==> config.mk <==
export PLATFORM = sky130hd
export DESIGN_NAME = sss_stop_selector
export DESIGN_NICKNAME = d
export VERILOG_FILES = /design/src/sss_pkg.sv /design/src/sss_stop_selector.sv
export VERILOG_INCLUDE_DIRS = /design/src
export SDC_FILE = /design/constraint.sdc
export NUM_CORES = 1
export LEC_CHECK = 0
export ABC_AREA = 1
export ABC_CLOCK_PERIOD_IN_PS = 2700
export BUFFER_PORTS_ARGS = -buffer_cell sky130_fd_sc_hd__buf_4
export CAP_MARGIN = 20
export CORE_MARGIN = 4
export CORE_UTILIZATION = 50
export CTS_CLUSTER_DIAMETER = 200
export DETAILED_ROUTE_END_ITERATION = 12
export GPL_ROUTABILITY_DRIVEN = 1
export PLACE_DENSITY = 0.79
export SETUP_SLACK_MARGIN = 0.5
export SYNTH_ARGS = -nofsm -noshare
export SYNTH_HDL_FRONTEND = slang
export SYNTH_SLANG_ARGS = --single-unit
==> constraint.sdc <==
create_clock -name hclk -period 2.7 [get_ports hclk]
set_clock_uncertainty 0.05 [all_clocks]
set_input_delay 0.405 -clock hclk [delete_from_list [all_inputs] [get_ports hclk]]
set_output_delay 0.405 -clock hclk [all_outputs]
set_load 0.01 [all_outputs]
==> src/sss_map.svh <==
// Purpose: offsets, field limits, reset values and timing for the stop selector
// Assumes: byte addresses on a 32-bit AHB-Lite register bus
// Notes:   included by the design module only
`ifndef SSS_MAP_SVH
`define SSS_MAP_SVH

`define SSS_OFF_PROHIBIT   8'h00
`define SSS_OFF_SERVO_OFF  8'h04
`define SSS_OFF_MAINS_OFF  8'h08
`define SSS_OFF_UV_ACTION  8'h0C
`define SSS_OFF_HOLD_TIME  8'h10
`define SSS_OFF_TORQUE     8'h14
`define SSS_OFF_APPLY      8'h18
`define SSS_OFF_STATUS     8'h1C
`define SSS_OFF_IRQ_STAT   8'h20
`define SSS_OFF_IRQ_CLR    8'h24
`define SSS_OFF_IRQ_EN     8'h28

`define SSS_PROHIBIT_MAX   2'h2
`define SSS_STOP_SEL_MAX   4'h9
`define SSS_STOP_EMG_MIN   4'h8
`define SSS_HOLD_MIN       11'h046
`define SSS_HOLD_MAX       11'h7D0
`define SSS_TORQUE_MAX     10'h1F4

`define SSS_RST_PROHIBIT   2'h0
`define SSS_RST_SERVO_OFF  4'h0
`define SSS_RST_MAINS_OFF  4'h0
`define SSS_RST_UV_ACTION  1'h1
`define SSS_RST_HOLD_TIME  11'h046
`define SSS_RST_TORQUE     10'h000

`define SSS_CLK_NS         10
`define SSS_MS_NS          1000000

`endif

==> src/sss_pkg.sv <==
// Purpose: shared types of the stop selector
// Assumes: constants come from sss_map.svh
// Notes:   none
`default_nettype none
package sss_pkg;
   typedef enum logic [1:0] {SSS_RUN, SSS_DECEL, SSS_STOPPED} sss_state_t;

   typedef struct packed {
      logic decel_emg;
      logic decel_free;
      logic after_free;
      logic hold_err;
   } sss_stop_act_t;

   typedef struct packed {
      logic torque_fwd_en;
      logic torque_rev_en;
      logic dyn_brake;
      logic free_run;
      logic emg_stop;
      logic servo_free;
      logic err_cnt_clear;
      logic err_cnt_hold;
   } sss_drive_t;
endpackage : sss_pkg
`default_nettype wire

==> src/sss_stop_selector.sv <==
// Purpose: stop-sequence selector for prohibit, servo-off and mains loss
// Assumes: hclk 100 MHz, condition pins asynchronous to hclk
// Notes:   AHB-Lite slave, zero wait states, always OKAY
// Behaviour
// (RL1) prohibit with prohibit select 0 removes torque that way and applies the dynamic brake.
// (RL2) prohibit with prohibit select 1 removes torque that way and lets the motor free-run.
// (RL3) prohibit with prohibit select 2 removes torque that way and makes an emergency stop.
// (RL4) prohibit select takes 0 to 2, resets to 0 and acts only after a power cycle.
// (RL5) servo-off select 0 to 7: bit0 free-run in decel, bit1 servo free after stop, bit2 hold counter.
// (RL6) servo-off select 8 and 9 emergency-stop and clear the counter, then brake (8) or free (9).
// (RL7) mains loss uses its own select with the same ten codes, reset value 0.
// (RL8) a one-bit select, reset 1, picks undervoltage trip or plain servo off on a mains alarm.
// (RL9) the mains alarm rises only after the fault lasts the hold time, 70 to 2000 ms, default 70.
// (RL10) during an emergency stop the torque is limited to the 0 to 500 percent setting.
// (RL11) out-of-range select values are refused and the old value stays.
`timescale 1ns/1ps
`default_nettype none
`include "sss_map.svh"

module sss_stop_selector
   import sss_pkg::*;
#(
   parameter int MS_CYCLES = `SSS_MS_NS / `SSS_CLK_NS
) (
   input  wire logic        hclk,
   input  wire logic        hresetn,
   input  wire logic        hsel,
   input  wire logic [31:0] haddr,
   input  wire logic [1:0]  htrans,
   input  wire logic        hwrite,
   input  wire logic [2:0]  hsize,
   input  wire logic [31:0] hwdata,
   input  wire logic        hready,
   output logic             hreadyout,
   output logic             hresp,
   output logic [31:0]      hrdata,
   input  wire logic        prohibit_fwd,
   input  wire logic        prohibit_rev,
   input  wire logic        servo_on,
   input  wire logic        mains_ok,
   input  wire logic        motor_stopped,
   output sss_drive_t       drive,
   output logic [9:0]       torque_limit_pct,
   output logic             undervoltage_trip,
   output logic             irq
);

   function automatic sss_stop_act_t stop_decode(input logic [3:0] sel);
      sss_stop_act_t a;
      a = '0;
      if (sel >= `SSS_STOP_EMG_MIN) begin
         a.decel_emg  = 1'b1;                 // RL6
         a.after_free = sel[0];               // RL6
      end else begin
         a.decel_free = sel[0];               // RL5
         a.after_free = sel[1];               // RL5
         a.hold_err   = sel[2];               // RL5
      end
      return a;
   endfunction : stop_decode

   // ---------------- pin synchronisers
   logic [4:0] pin_meta_r;
   logic [4:0] pin_sync_r;
   logic [4:0] pin_raw;
   assign pin_raw = {motor_stopped, mains_ok, servo_on, prohibit_rev, prohibit_fwd};

   genvar gi;
   generate
      for (gi = 0; gi < 5; gi++) begin : g_sync
         always_ff @(posedge hclk or negedge hresetn) begin
            if (!hresetn) begin
               pin_meta_r[gi] <= 1'b0;
               pin_sync_r[gi] <= 1'b0;
            end else begin
               pin_meta_r[gi] <= pin_raw[gi];
               pin_sync_r[gi] <= pin_meta_r[gi];
            end
         end
      end
   endgenerate

   logic pro_fwd_s;
   logic pro_rev_s;
   logic servo_on_s;
   logic mains_ok_s;
   logic stopped_s;
   assign {stopped_s, mains_ok_s, servo_on_s, pro_rev_s, pro_fwd_s} = pin_sync_r;

   // ---------------- bus address phase
   logic       ap_wr_r;
   logic       ap_rd_r;
   logic [7:0] ap_addr_r;
   logic       acc;
   assign acc       = hsel & htrans[1] & hready;
   assign hreadyout = 1'b1;
   assign hresp     = 1'b0;

   always_ff @(posedge hclk or negedge hresetn) begin
      if (!hresetn) begin
         ap_wr_r   <= 1'b0;
         ap_rd_r   <= 1'b0;
         ap_addr_r <= 8'h00;
      end else begin
         ap_wr_r   <= acc & hwrite;
         ap_rd_r   <= acc & ~hwrite;
         ap_addr_r <= haddr[7:0];
      end
   end

   logic wr_pro;
   logic wr_soff;
   logic wr_moff;
   logic wr_uv;
   logic wr_hold;
   logic wr_torque;
   logic wr_apply;
   logic wr_iclr;
   logic wr_ien;
   assign wr_pro    = ap_wr_r && ap_addr_r == `SSS_OFF_PROHIBIT;
   assign wr_soff   = ap_wr_r && ap_addr_r == `SSS_OFF_SERVO_OFF;
   assign wr_moff   = ap_wr_r && ap_addr_r == `SSS_OFF_MAINS_OFF;
   assign wr_uv     = ap_wr_r && ap_addr_r == `SSS_OFF_UV_ACTION;
   assign wr_hold   = ap_wr_r && ap_addr_r == `SSS_OFF_HOLD_TIME;
   assign wr_torque = ap_wr_r && ap_addr_r == `SSS_OFF_TORQUE;
   assign wr_apply  = ap_wr_r && ap_addr_r == `SSS_OFF_APPLY && hwdata[0];
   assign wr_iclr   = ap_wr_r && ap_addr_r == `SSS_OFF_IRQ_CLR;
   assign wr_ien    = ap_wr_r && ap_addr_r == `SSS_OFF_IRQ_EN;

   // ---------------- settings
   logic [1:0]  pro_pend_r;
   logic [1:0]  pro_act_r;
   logic [3:0]  soff_sel_r;
   logic [3:0]  moff_sel_r;
   logic        uv_sel_r;
   logic [10:0] hold_pend_r;
   logic [10:0] hold_act_r;
   logic [9:0]  torque_r;

   // refused values leave the register untouched, so a bad write is silent
   always_ff @(posedge hclk or negedge hresetn) begin
      if (!hresetn) begin
         pro_pend_r  <= `SSS_RST_PROHIBIT;
         soff_sel_r  <= `SSS_RST_SERVO_OFF;
         moff_sel_r  <= `SSS_RST_MAINS_OFF;
         uv_sel_r    <= `SSS_RST_UV_ACTION;
         hold_pend_r <= `SSS_RST_HOLD_TIME;
         torque_r    <= `SSS_RST_TORQUE;
      end else begin
         if (wr_pro && hwdata <= 32'(`SSS_PROHIBIT_MAX))                         // RL11
            pro_pend_r <= hwdata[1:0];                                           // RL4
         if (wr_soff && hwdata <= 32'(`SSS_STOP_SEL_MAX))                        // RL11
            soff_sel_r <= hwdata[3:0];
         if (wr_moff && hwdata <= 32'(`SSS_STOP_SEL_MAX))                        // RL11
            moff_sel_r <= hwdata[3:0];                                           // RL7
         if (wr_uv && hwdata[31:1] == 31'h0)                                     // RL11
            uv_sel_r <= hwdata[0];                                               // RL8
         if (wr_hold && hwdata >= 32'(`SSS_HOLD_MIN) && hwdata <= 32'(`SSS_HOLD_MAX))
            hold_pend_r <= hwdata[10:0];                                         // RL9
         if (wr_torque && hwdata <= 32'(`SSS_TORQUE_MAX))                        // RL11
            torque_r <= hwdata[9:0];                                             // RL10
      end
   end

   // the apply write stands for the drive power cycle
   always_ff @(posedge hclk or negedge hresetn) begin
      if (!hresetn) begin
         pro_act_r  <= `SSS_RST_PROHIBIT;
         hold_act_r <= `SSS_RST_HOLD_TIME;
      end else if (wr_apply) begin
         pro_act_r  <= pro_pend_r;                                               // RL4
         hold_act_r <= hold_pend_r;                                              // RL9
      end
   end

   // ---------------- mains fault timing
   logic [16:0] ms_cnt_r;
   logic [10:0] ms_held_r;
   logic        mains_alarm;
   logic        mains_alarm_r;
   logic        uv_trip_r;
   assign mains_alarm = !mains_ok_s && ms_held_r >= hold_act_r;                  // RL9

   always_ff @(posedge hclk or negedge hresetn) begin
      if (!hresetn) begin
         ms_cnt_r  <= 17'h00000;
         ms_held_r <= 11'h000;
      end else if (mains_ok_s) begin
         ms_cnt_r  <= 17'h00000;
         ms_held_r <= 11'h000;
      end else if (ms_cnt_r == 17'(MS_CYCLES - 1)) begin
         ms_cnt_r  <= 17'h00000;
         if (ms_held_r != `SSS_HOLD_MAX)
            ms_held_r <= ms_held_r + 11'h001;                                    // RL9
      end else begin
         ms_cnt_r <= ms_cnt_r + 17'h00001;
      end
   end

   // a trip is an alarm: it stays until reset
   always_ff @(posedge hclk or negedge hresetn) begin
      if (!hresetn) begin
         mains_alarm_r <= 1'b0;
         uv_trip_r     <= 1'b0;
      end else begin
         mains_alarm_r <= mains_alarm;
         if (mains_alarm && !mains_alarm_r && uv_sel_r)
            uv_trip_r <= 1'b1;                                                   // RL8
      end
   end
   assign undervoltage_trip = uv_trip_r;

   // ---------------- stop sequence
   sss_state_t state_r;
   sss_state_t state_nxt;
   logic [3:0] cur_sel_r;
   logic       stop_req;
   logic       mains_cause;
   logic [1:0] fill_r;  // no stop until both sync stages hold real pin samples, else reset looks like servo off
   assign mains_cause = mains_alarm | uv_trip_r;
   assign stop_req    = fill_r[1] & (!servo_on_s | mains_cause);

   always_comb begin
      state_nxt = state_r;
      unique case (state_r)
         SSS_RUN:     if (stop_req) state_nxt = SSS_DECEL;
         SSS_DECEL:   if (stopped_s) state_nxt = SSS_STOPPED;
         SSS_STOPPED: if (!stop_req) state_nxt = SSS_RUN;
      endcase
   end

   always_ff @(posedge hclk or negedge hresetn) begin
      if (!hresetn) begin
         state_r   <= SSS_RUN;
         cur_sel_r <= `SSS_RST_SERVO_OFF;
         fill_r    <= 2'h0;
      end else begin
         state_r <= state_nxt;
         fill_r  <= {fill_r[0], 1'b1};
         if (state_r == SSS_RUN && stop_req)
            cur_sel_r <= mains_cause ? moff_sel_r : soff_sel_r;                  // RL7
      end
   end

   sss_stop_act_t act;
   sss_drive_t    drive_nxt;
   assign act = stop_decode(cur_sel_r);

   always_comb begin
      drive_nxt = '0;
      unique case (state_r)
         SSS_RUN: begin
            drive_nxt.torque_fwd_en = servo_on_s && !pro_fwd_s;
            drive_nxt.torque_rev_en = servo_on_s && !pro_rev_s;
            if (pro_fwd_s || pro_rev_s) begin
               drive_nxt.dyn_brake = pro_act_r == 2'h0;                          // RL1
               drive_nxt.free_run  = pro_act_r == 2'h1;                          // RL2
               drive_nxt.emg_stop  = pro_act_r == 2'h2;                          // RL3
            end
         end
         SSS_DECEL: begin
            drive_nxt.emg_stop      = act.decel_emg;                             // RL6
            drive_nxt.free_run      = !act.decel_emg && act.decel_free;          // RL5
            drive_nxt.dyn_brake     = !act.decel_emg && !act.decel_free;         // RL5
            drive_nxt.err_cnt_hold  = act.hold_err;                              // RL5
            drive_nxt.err_cnt_clear = !act.hold_err;                             // RL6
         end
         SSS_STOPPED: begin
            drive_nxt.servo_free    = act.after_free;                            // RL5
            drive_nxt.dyn_brake     = !act.after_free;                           // RL6
            drive_nxt.err_cnt_hold  = act.hold_err;
            drive_nxt.err_cnt_clear = !act.hold_err;
         end
      endcase
   end

   always_ff @(posedge hclk or negedge hresetn) begin
      if (!hresetn) begin
         drive            <= '0;
         torque_limit_pct <= `SSS_TORQUE_MAX;
      end else begin
         drive            <= drive_nxt;
         torque_limit_pct <= drive_nxt.emg_stop ? torque_r : `SSS_TORQUE_MAX;   // RL10
      end
   end

   // ---------------- interrupts
   logic [3:0] irq_stat_r;
   logic [3:0] irq_en_r;
   logic [3:0] irq_ev;
   logic       pro_any_r;
   assign irq_ev = {mains_alarm && !mains_alarm_r,
                    state_r == SSS_DECEL && state_nxt == SSS_STOPPED,
                    state_r == SSS_RUN && state_nxt == SSS_DECEL,
                    (pro_fwd_s | pro_rev_s) && !pro_any_r};

   // a new event beats a clear in the same cycle
   always_ff @(posedge hclk or negedge hresetn) begin
      if (!hresetn) begin
         irq_stat_r <= 4'h0;
         irq_en_r   <= 4'h0;
         pro_any_r  <= 1'b0;
      end else begin
         pro_any_r  <= pro_fwd_s | pro_rev_s;
         irq_stat_r <= (irq_stat_r & ~(wr_iclr ? hwdata[3:0] : 4'h0)) | irq_ev;
         if (wr_ien)
            irq_en_r <= hwdata[3:0];
      end
   end
   assign irq = |(irq_stat_r & irq_en_r);

   // ---------------- read path, sampled in the address phase
   always_ff @(posedge hclk or negedge hresetn) begin
      if (!hresetn) begin
         hrdata <= 32'h00000000;
      end else if (acc && !hwrite) begin
         unique case (haddr[7:0])
            `SSS_OFF_PROHIBIT:  hrdata <= {26'h0, pro_act_r, 2'h0, pro_pend_r};
            `SSS_OFF_SERVO_OFF: hrdata <= {28'h0, soff_sel_r};
            `SSS_OFF_MAINS_OFF: hrdata <= {28'h0, moff_sel_r};
            `SSS_OFF_UV_ACTION: hrdata <= {31'h0, uv_sel_r};
            `SSS_OFF_HOLD_TIME: hrdata <= {5'h0, hold_act_r, 5'h0, hold_pend_r};
            `SSS_OFF_TORQUE:    hrdata <= {22'h0, torque_r};
            `SSS_OFF_STATUS:    hrdata <= {16'h0, drive, 1'b0, state_r,
                                           mains_alarm, uv_trip_r, pin_sync_r[2:0]};
            `SSS_OFF_IRQ_STAT:  hrdata <= {28'h0, irq_stat_r};
            `SSS_OFF_IRQ_EN:    hrdata <= {28'h0, irq_en_r};
            default:            hrdata <= 32'h00000000;
         endcase
      end
   end

endmodule : sss_stop_selector
`default_nettype wire

# Word-level counts from Yosys, hierarchy flattened
# Index checks and enable logic that the tools add are counted.
[op_classes]
n_lt_le_gt_ge = 7
n_mux = 23
bitwise = 11
n_reduce_logical = 51
n_mul = 0
n_eq_ne = 24
n_shift = 0
addsub = 2
div_mod_pow = 0
[op_table]
columns = ["op", "n"]
rows = [
  ["$pmux W27 S9", 1],
  ["$eq A8 B5 Y1 const B", 6],
  ["$mux W17", 2],
  ["$mux W11", 3],
  ["$eq A8 B4 Y1 const B", 4],
  ["$eq A8 B6 Y1 const B", 4],
  ["$ge A32 B7 Y1 const B", 1],
  ["$le A32 B11 Y1 const B", 1],
  ["$le A32 B2 Y1 const B", 1],
  ["$le A32 B4 Y1 const B", 1],
  ["$le A32 B9 Y1 const B", 1],
  ["$logic_not A31 Y1", 1],
  ["$logic_and A1 B1 Y1", 29],
  ["$add A17 B1 Y17 const B", 1],
  ["$eq A17 B17 Y1 const B", 1],
  ["$eq A8 B3 Y1 const B", 2],
  ["$logic_not A8 Y1", 2],
  ["$add A11 B1 Y11 const B", 1],
  ["$ge A11 B11 Y1", 1],
  ["$logic_not A1 Y1", 11],
  ["$ne A11 B11 Y1 const B", 1],
  ["$mux W10", 1],
  ["$mux W2", 5],
  ["$and A4 B4 Y4", 2],
  ["other kinds (19)", 35],
]
[totals]
latchBits = 0
output_inout_bits = 54
elab_cells = 158
ramBits = 0
register_bits = 161
in_bits = 79
memories = 0
rom_bits = 0

# Depth between registers and ports, before layout
[logic_depth]
depth_word = 10
depth_mapped = 16
mapped_depth_nobuf = 16

# Worst setup path before layout
# No wires, ideal clock.
[synth_path]
path_kind = "reg2reg"
from = "reg hold_act_r[2]"
to = "reg cur_sel_r[0]"
required_ps = 2518
stages_incl_launch_ff = 14
t_arrival_ps = 1754
path_slack_ps = 765
path_buffers = 0
setup_ps = 132
period_less_slack_ps = 1935
cell_sequence = "dfstp_2 -> inv_1 -> ha_1 -> nand2_1 -> nor2_1 -> nand2_1 -> nor2_1 -> nor2_1 -> nand3_1 -> nand2_1 -> nand3_1 -> nand3_1 -> nand2_1 -> o21ai_0"
[synth_via]
elab_chain_cells = 6
word_cells_on_any_way = 7
cone_classes = "order compare (1); mux (1); bitwise (3); reduce/logical (2)"
[synth_lines]
columns = ["element", "line", "rtl"]
rows = [
  ["from (decl)", "sss_stop_selector.sv:137", "logic [10:0] hold_act_r;"],
  ["from (signal assigned)", "sss_stop_selector.sv:169", "hold_act_r <= `SSS_RST_HOLD_TIME;"],
  ["from (signal assigned)", "sss_stop_selector.sv:172", "hold_act_r <= hold_pend_r;"],
  ["$ge A11 B11 Y1 *", "sss_stop_selector.sv:182", "assign mains_alarm = !mains_ok_s && ms_held_r >= hold_act_r;"],
  ["$logic_and A1 B1 Y1 *", "sss_stop_selector.sv:182", ""],
  ["$or A1 B1 Y1 *", "sss_stop_selector.sv:220", "assign mains_cause = mains_alarm | uv_trip_r;"],
  ["$or A1 B1 Y1", "sss_stop_selector.sv:221", "assign stop_req = fill_r[1] & (!servo_on_s | mains_cause);"],
  ["$and A1 B1 Y1", "sss_stop_selector.sv:221", ""],
  ["$logic_and A1 B1 Y1", "sss_stop_selector.sv:240", "if (state_r == SSS_RUN && stop_req)"],
  ["to (signal assigned)", "sss_stop_selector.sv:235", "cur_sel_r <= `SSS_RST_SERVO_OFF;"],
  ["to (signal assigned)", "sss_stop_selector.sv:241", "cur_sel_r <= mains_cause ? moff_sel_r : soff_sel_r;"],
  ["to (decl)", "sss_stop_selector.sv:216", "logic [3:0] cur_sel_r;"],
]
# Every way passes the cells marked *; elsewhere a longest branch is shown, timed or not.
# A chain may end at the register's enable or synchronous reset.

# Final worst setup path
[layout_path]
from = "reg hold_act_r[1]"
to = "reg irq_stat_r[1]"
[layout_via]
elab_chain_cells = 10
word_cells_on_any_way = 11
cone_classes = "order compare (1); eq/ne (1); mux (3); bitwise (4); reduce/logical (2)"
[layout_lines]
columns = ["element", "line", "rtl"]
rows = [
  ["$ge A11 B11 Y1 *", "sss_stop_selector.sv:182", ""],
  ["$logic_and A1 B1 Y1 *", "sss_stop_selector.sv:182", ""],
  ["$or A1 B1 Y1 *", "sss_stop_selector.sv:220", ""],
  ["$or A1 B1 Y1 *", "sss_stop_selector.sv:221", ""],
  ["$and A1 B1 Y1 *", "sss_stop_selector.sv:221", ""],
  ["$mux W2, on equally long branches", "sss_stop_selector.sv:228, sss_stop_selector.sv:226", ""],
  ["$pmux W2 S3 *", "sss_stop_selector.sv:225", "unique case (state_r)"],
  ["$eq A2 B1 Y1 *", "sss_stop_selector.sv:294", "state_r == SSS_RUN && state_nxt == SSS_DECEL,"],
  ["$logic_and A1 B1 Y1 *", "sss_stop_selector.sv:294", ""],
  ["$or A4 B4 Y4 *", "sss_stop_selector.sv:305", "irq_stat_r <= (irq_stat_r & ~(wr_iclr ? hwdata[3:0] : 4'h0)) | irq_ev;"],
  ["to (signal assigned)", "sss_stop_selector.sv:305", ""],
  ["to (decl)", "sss_stop_selector.sv:288", "logic [3:0] irq_stat_r;"],
]
# Marked as above.

==> results_dict.tcl <==
set metrics [dict create \
    status "finished with violations" \
    violations "hold timing" \
    ys_seq_area_share_pct 52.5 \
    ff2ff_path_depth 16 \
    tightest_slew_ns 0.764 \
    synth_top_cell_by_area "dfrtp_1" \
    cts_tree "built" \
    die_area_um2 16900 \
    grt_overflow 0 \
    period_minus_slack_ns 2.08 \
    rsz0062_at_grt "false" \
    drt_first_iter_violations 554 \
    critPathArrivalTime_ns 2.35 \
    async_reset_ff_share_pct 100 \
    synth_flop_cell "dfrtp_1" \
    cts_buffers 17 \
    synth_cell_types 51 \
    place_congestion 0.937 \
    cp.depth 16 \
    cts_sinks 156 \
    wl_um 18200 \
    r2r-start "hold_act_r[1]$_DFFE_PN1P_" \
    fill_cells 1221 \
    ys_ff_latch 156 \
    yosys_warnings 0 \
    grt_start_max_net_pins 86 \
    fin_tns_setup_ns 0 \
    rows 44 \
    crit_buf_inv 1 \
    chipWidth_um 130 \
    drcViolationCount 0 \
    cp_top_family "simple AND/OR/NAND/NOR gates" \
    antenna_cells 0 \
    ys_top_cells_by_count "190 x nand2_1, 143 x dfrtp_1, 110 x inv_1" \
    slew_viol_final 0 \
    startpoint "hold_act_r[1]$_DFFE_PN1P_" \
    fmax_mhz 480 \
    setup_violations 0 \
    clock_path_buffers 2 \
    routedWlPerCell_um 15.4 \
    p_per_area_nw_per_um2 643 \
    portBuffers 97 \
    final_antenna_net_count 0 \
    holdWs_ns -0.0213 \
    finalHoldViolations 22 \
    synth_area_um2 7460 \
    max_stage_delay_ns 0.53 \
    crit_path_top_delay_cell "dfstp_2" \
    grt_pass1_vias 6110 \
    crit_path_end "irq_stat_r[1]$_DFF_PN0_" \
    final_core_util_pct 62.4 \
    cts_hold_buffers 0 \
    min-delay-path-class "input port to asynchronous set/reset pin" \
    reg2reg_setup_slack_ns 0.62 \
    area_growth_syn_to_layout_pct 22.0 \
    viasPerCell 5.32 \
    rr_endpoint "irq_stat_r[1]$_DFF_PN0_" \
    synth.most_common_cell "nand2_1" \
    clk_pin_slew_ns 0.06 \
    synthCells 863 \
    vias 6261 \
    maxSlewHeadroom_pct 49.0 \
    cts-root-buf "clkbuf_16" \
    period_share_pct 77.1 \
    crit_path_end_kind "flip-flop" \
    final_nets 1075 \
    crit_type "flip-flop to flip-flop" \
    dp.final_hpwl_um 13200 \
    p_leak_nw 4.32 \
    worstPathRequired_ns 2.96 \
    start_util_pct 51.2 \
    synth_edf_count 0 \
    antenna_found_initial 0 \
    h-tree-depth 4 \
    crit_chain "inv_1 -> ha_1 -> nand2_1 -> nor2_1 -> nand2_1 -> nor2_1 -> nor2_1 -> nand3_2 -> nand2_4 -> nand3_4 -> nand2_1 -> nand2_1 -> nand2_1 -> nand2_1 -> nand2_1 -> nand2_1" \
    drive_gt1_share_pct 22.9 \
    worstPathMaxFanout 4 \
    io_pins 133 \
    synth_top_area_share_pct 47.9 \
    yosys-top-cells-area "dfrtp_1 48%, nand2_1 9.6%, inv_1 5.5%, dfstp_2 4.6%, nand3_1 3.8%" \
    die_h_um 130 \
    start_kind "flip-flop" \
    drtPass1Iterations 8 \
    syn_avg_cell_area_um2 8.65 \
    grt_pass1_wl_um 29900 \
    clock_latency_ns 0.43 \
    track_usage_pct 22.7 \
    cpMostUsedCell "nand2_1" \
    cap_viol_max_count 0 \
    core_area_um2 14600 \
    vdd_ir_drop_max_mv 0.478 \
]
[how the worst min path moves through the flow]
stage | start | to | slack (ns) | cells after the start
after floorplan | hresetn | ap_addr_r[0]$_DFF_PN0_ | 0.06 | 0
after global placement | fill_r[0]$_DFF_PN0_ | fill_r[1]$_DFF_PN0_ | 0.28 | 0
after detailed placement | pin_meta_r[0]$_DFF_PN0_ | pro_fwd_s$_DFF_PN0_ | 0.28 | 0
after CTS | hresetn | hrdata[23]$_DFFE_PN0P_ | 0.0004 | 1
after global routing | prohibit_rev | pin_meta_r[1]$_DFF_PN0_ | 0.01 | 1
final | hresetn | hrdata[23]$_DFFE_PN0P_ | -0.02 | 1
[cell families after synthesis]
group | synth area share (%)
adders and majority gates | 2.85
other | 0.101
DFF | 52.5
and+or+nand+nor | 24.1
muxes | 0.302
xor gates and xnor gates | 0.352
buffers and inverters | 7.49
AOI/OAI and AO/OA | 12.3
[per-stage QoR]
stage                     area [µm²]  setup WS [ns]  cells  power [mW]  hold WS, ns
after floorplan                 7490          0.765    869        3.04       0.0594
after detailed placement        8430          0.374   1143        3.41        0.285
after global routing            9110          0.497   1176        6.09       0.0148
final                           9110          0.618   1176        5.86      -0.0213
after global placement          8430          0.455   1143        3.39        0.282
after CTS                       9040          0.512   1175        5.86     0.000381
[metal layers]
metal  track usage [%]  wire (µm)  vias to the layer above
met3              5.65       1140                       45
met5                 0          0                        -
met4              8.44        487                        0
met2              37.5       8890                      221
li1                  -          -                     3054
met1              29.0       7650                     2941
[layout make-up]
cell class                      instances  area, µm²  area share [%]
Sequential cell                       156       3920            43.0
Multi-Input combinational cell        580       3080            33.8
Timing Repair Buffer                  112        857            9.41
Clock buffer                           22        464            5.10
Inverter                              112        420            4.62
Tap cell                              184        230            2.53
Clock inverter                         10        140            1.54
[cell usage in the layout (no fill, tap or decap), drive strengths merged, types with 8 or more instances in the layout]
cell type and count:
a21oi 27, buf 112, clkbuf 22, conb 8, dfrtp 143, dfstp 13, ha 17, inv 114
nand2 206, nand3 58, nand4 12, nor2 86, nor3 20, nor4 10, o21ai 83, o22ai 11
[power by group]
group | switching [mW] | internal (mW)
clock network | 0.942 | 1.51
registers | 0.0987 | 2.48
logic | 0.512 | 0.320
[state kept, by name, summed over array words and instances, names as in the netlist, 2 cells and up]
| name | count |
|---|---|
| drive | 8 |
| moff_sel_r | 4 |
| irq_en_r | 4 |
| soff_sel_r | 4 |
| ms_held_r | 11 |
| hrdata | 27 |
| torque_limit_pct | 10 |
| state_r | 2 |
| ms_cnt_r | 17 |
| fill_r | 2 |
| pro_act_r | 2 |
| irq_stat_r | 4 |
| ap_addr_r | 8 |
| torque_r | 10 |
| pro_pend_r | 2 |
| pin_meta_r | 5 |
| hold_pend_r | 11 |
| hold_act_r | 11 |
| cur_sel_r | 4 |
[repair_timing]
item                                    4_1_cts  5_1_grt
resized for setup                             2       11
pin swaps                                     0        3
endpoints found under the setup margin        7       16
setup buffers                                 0        1
No activity file was read; power rests on OpenSTA's default activity.
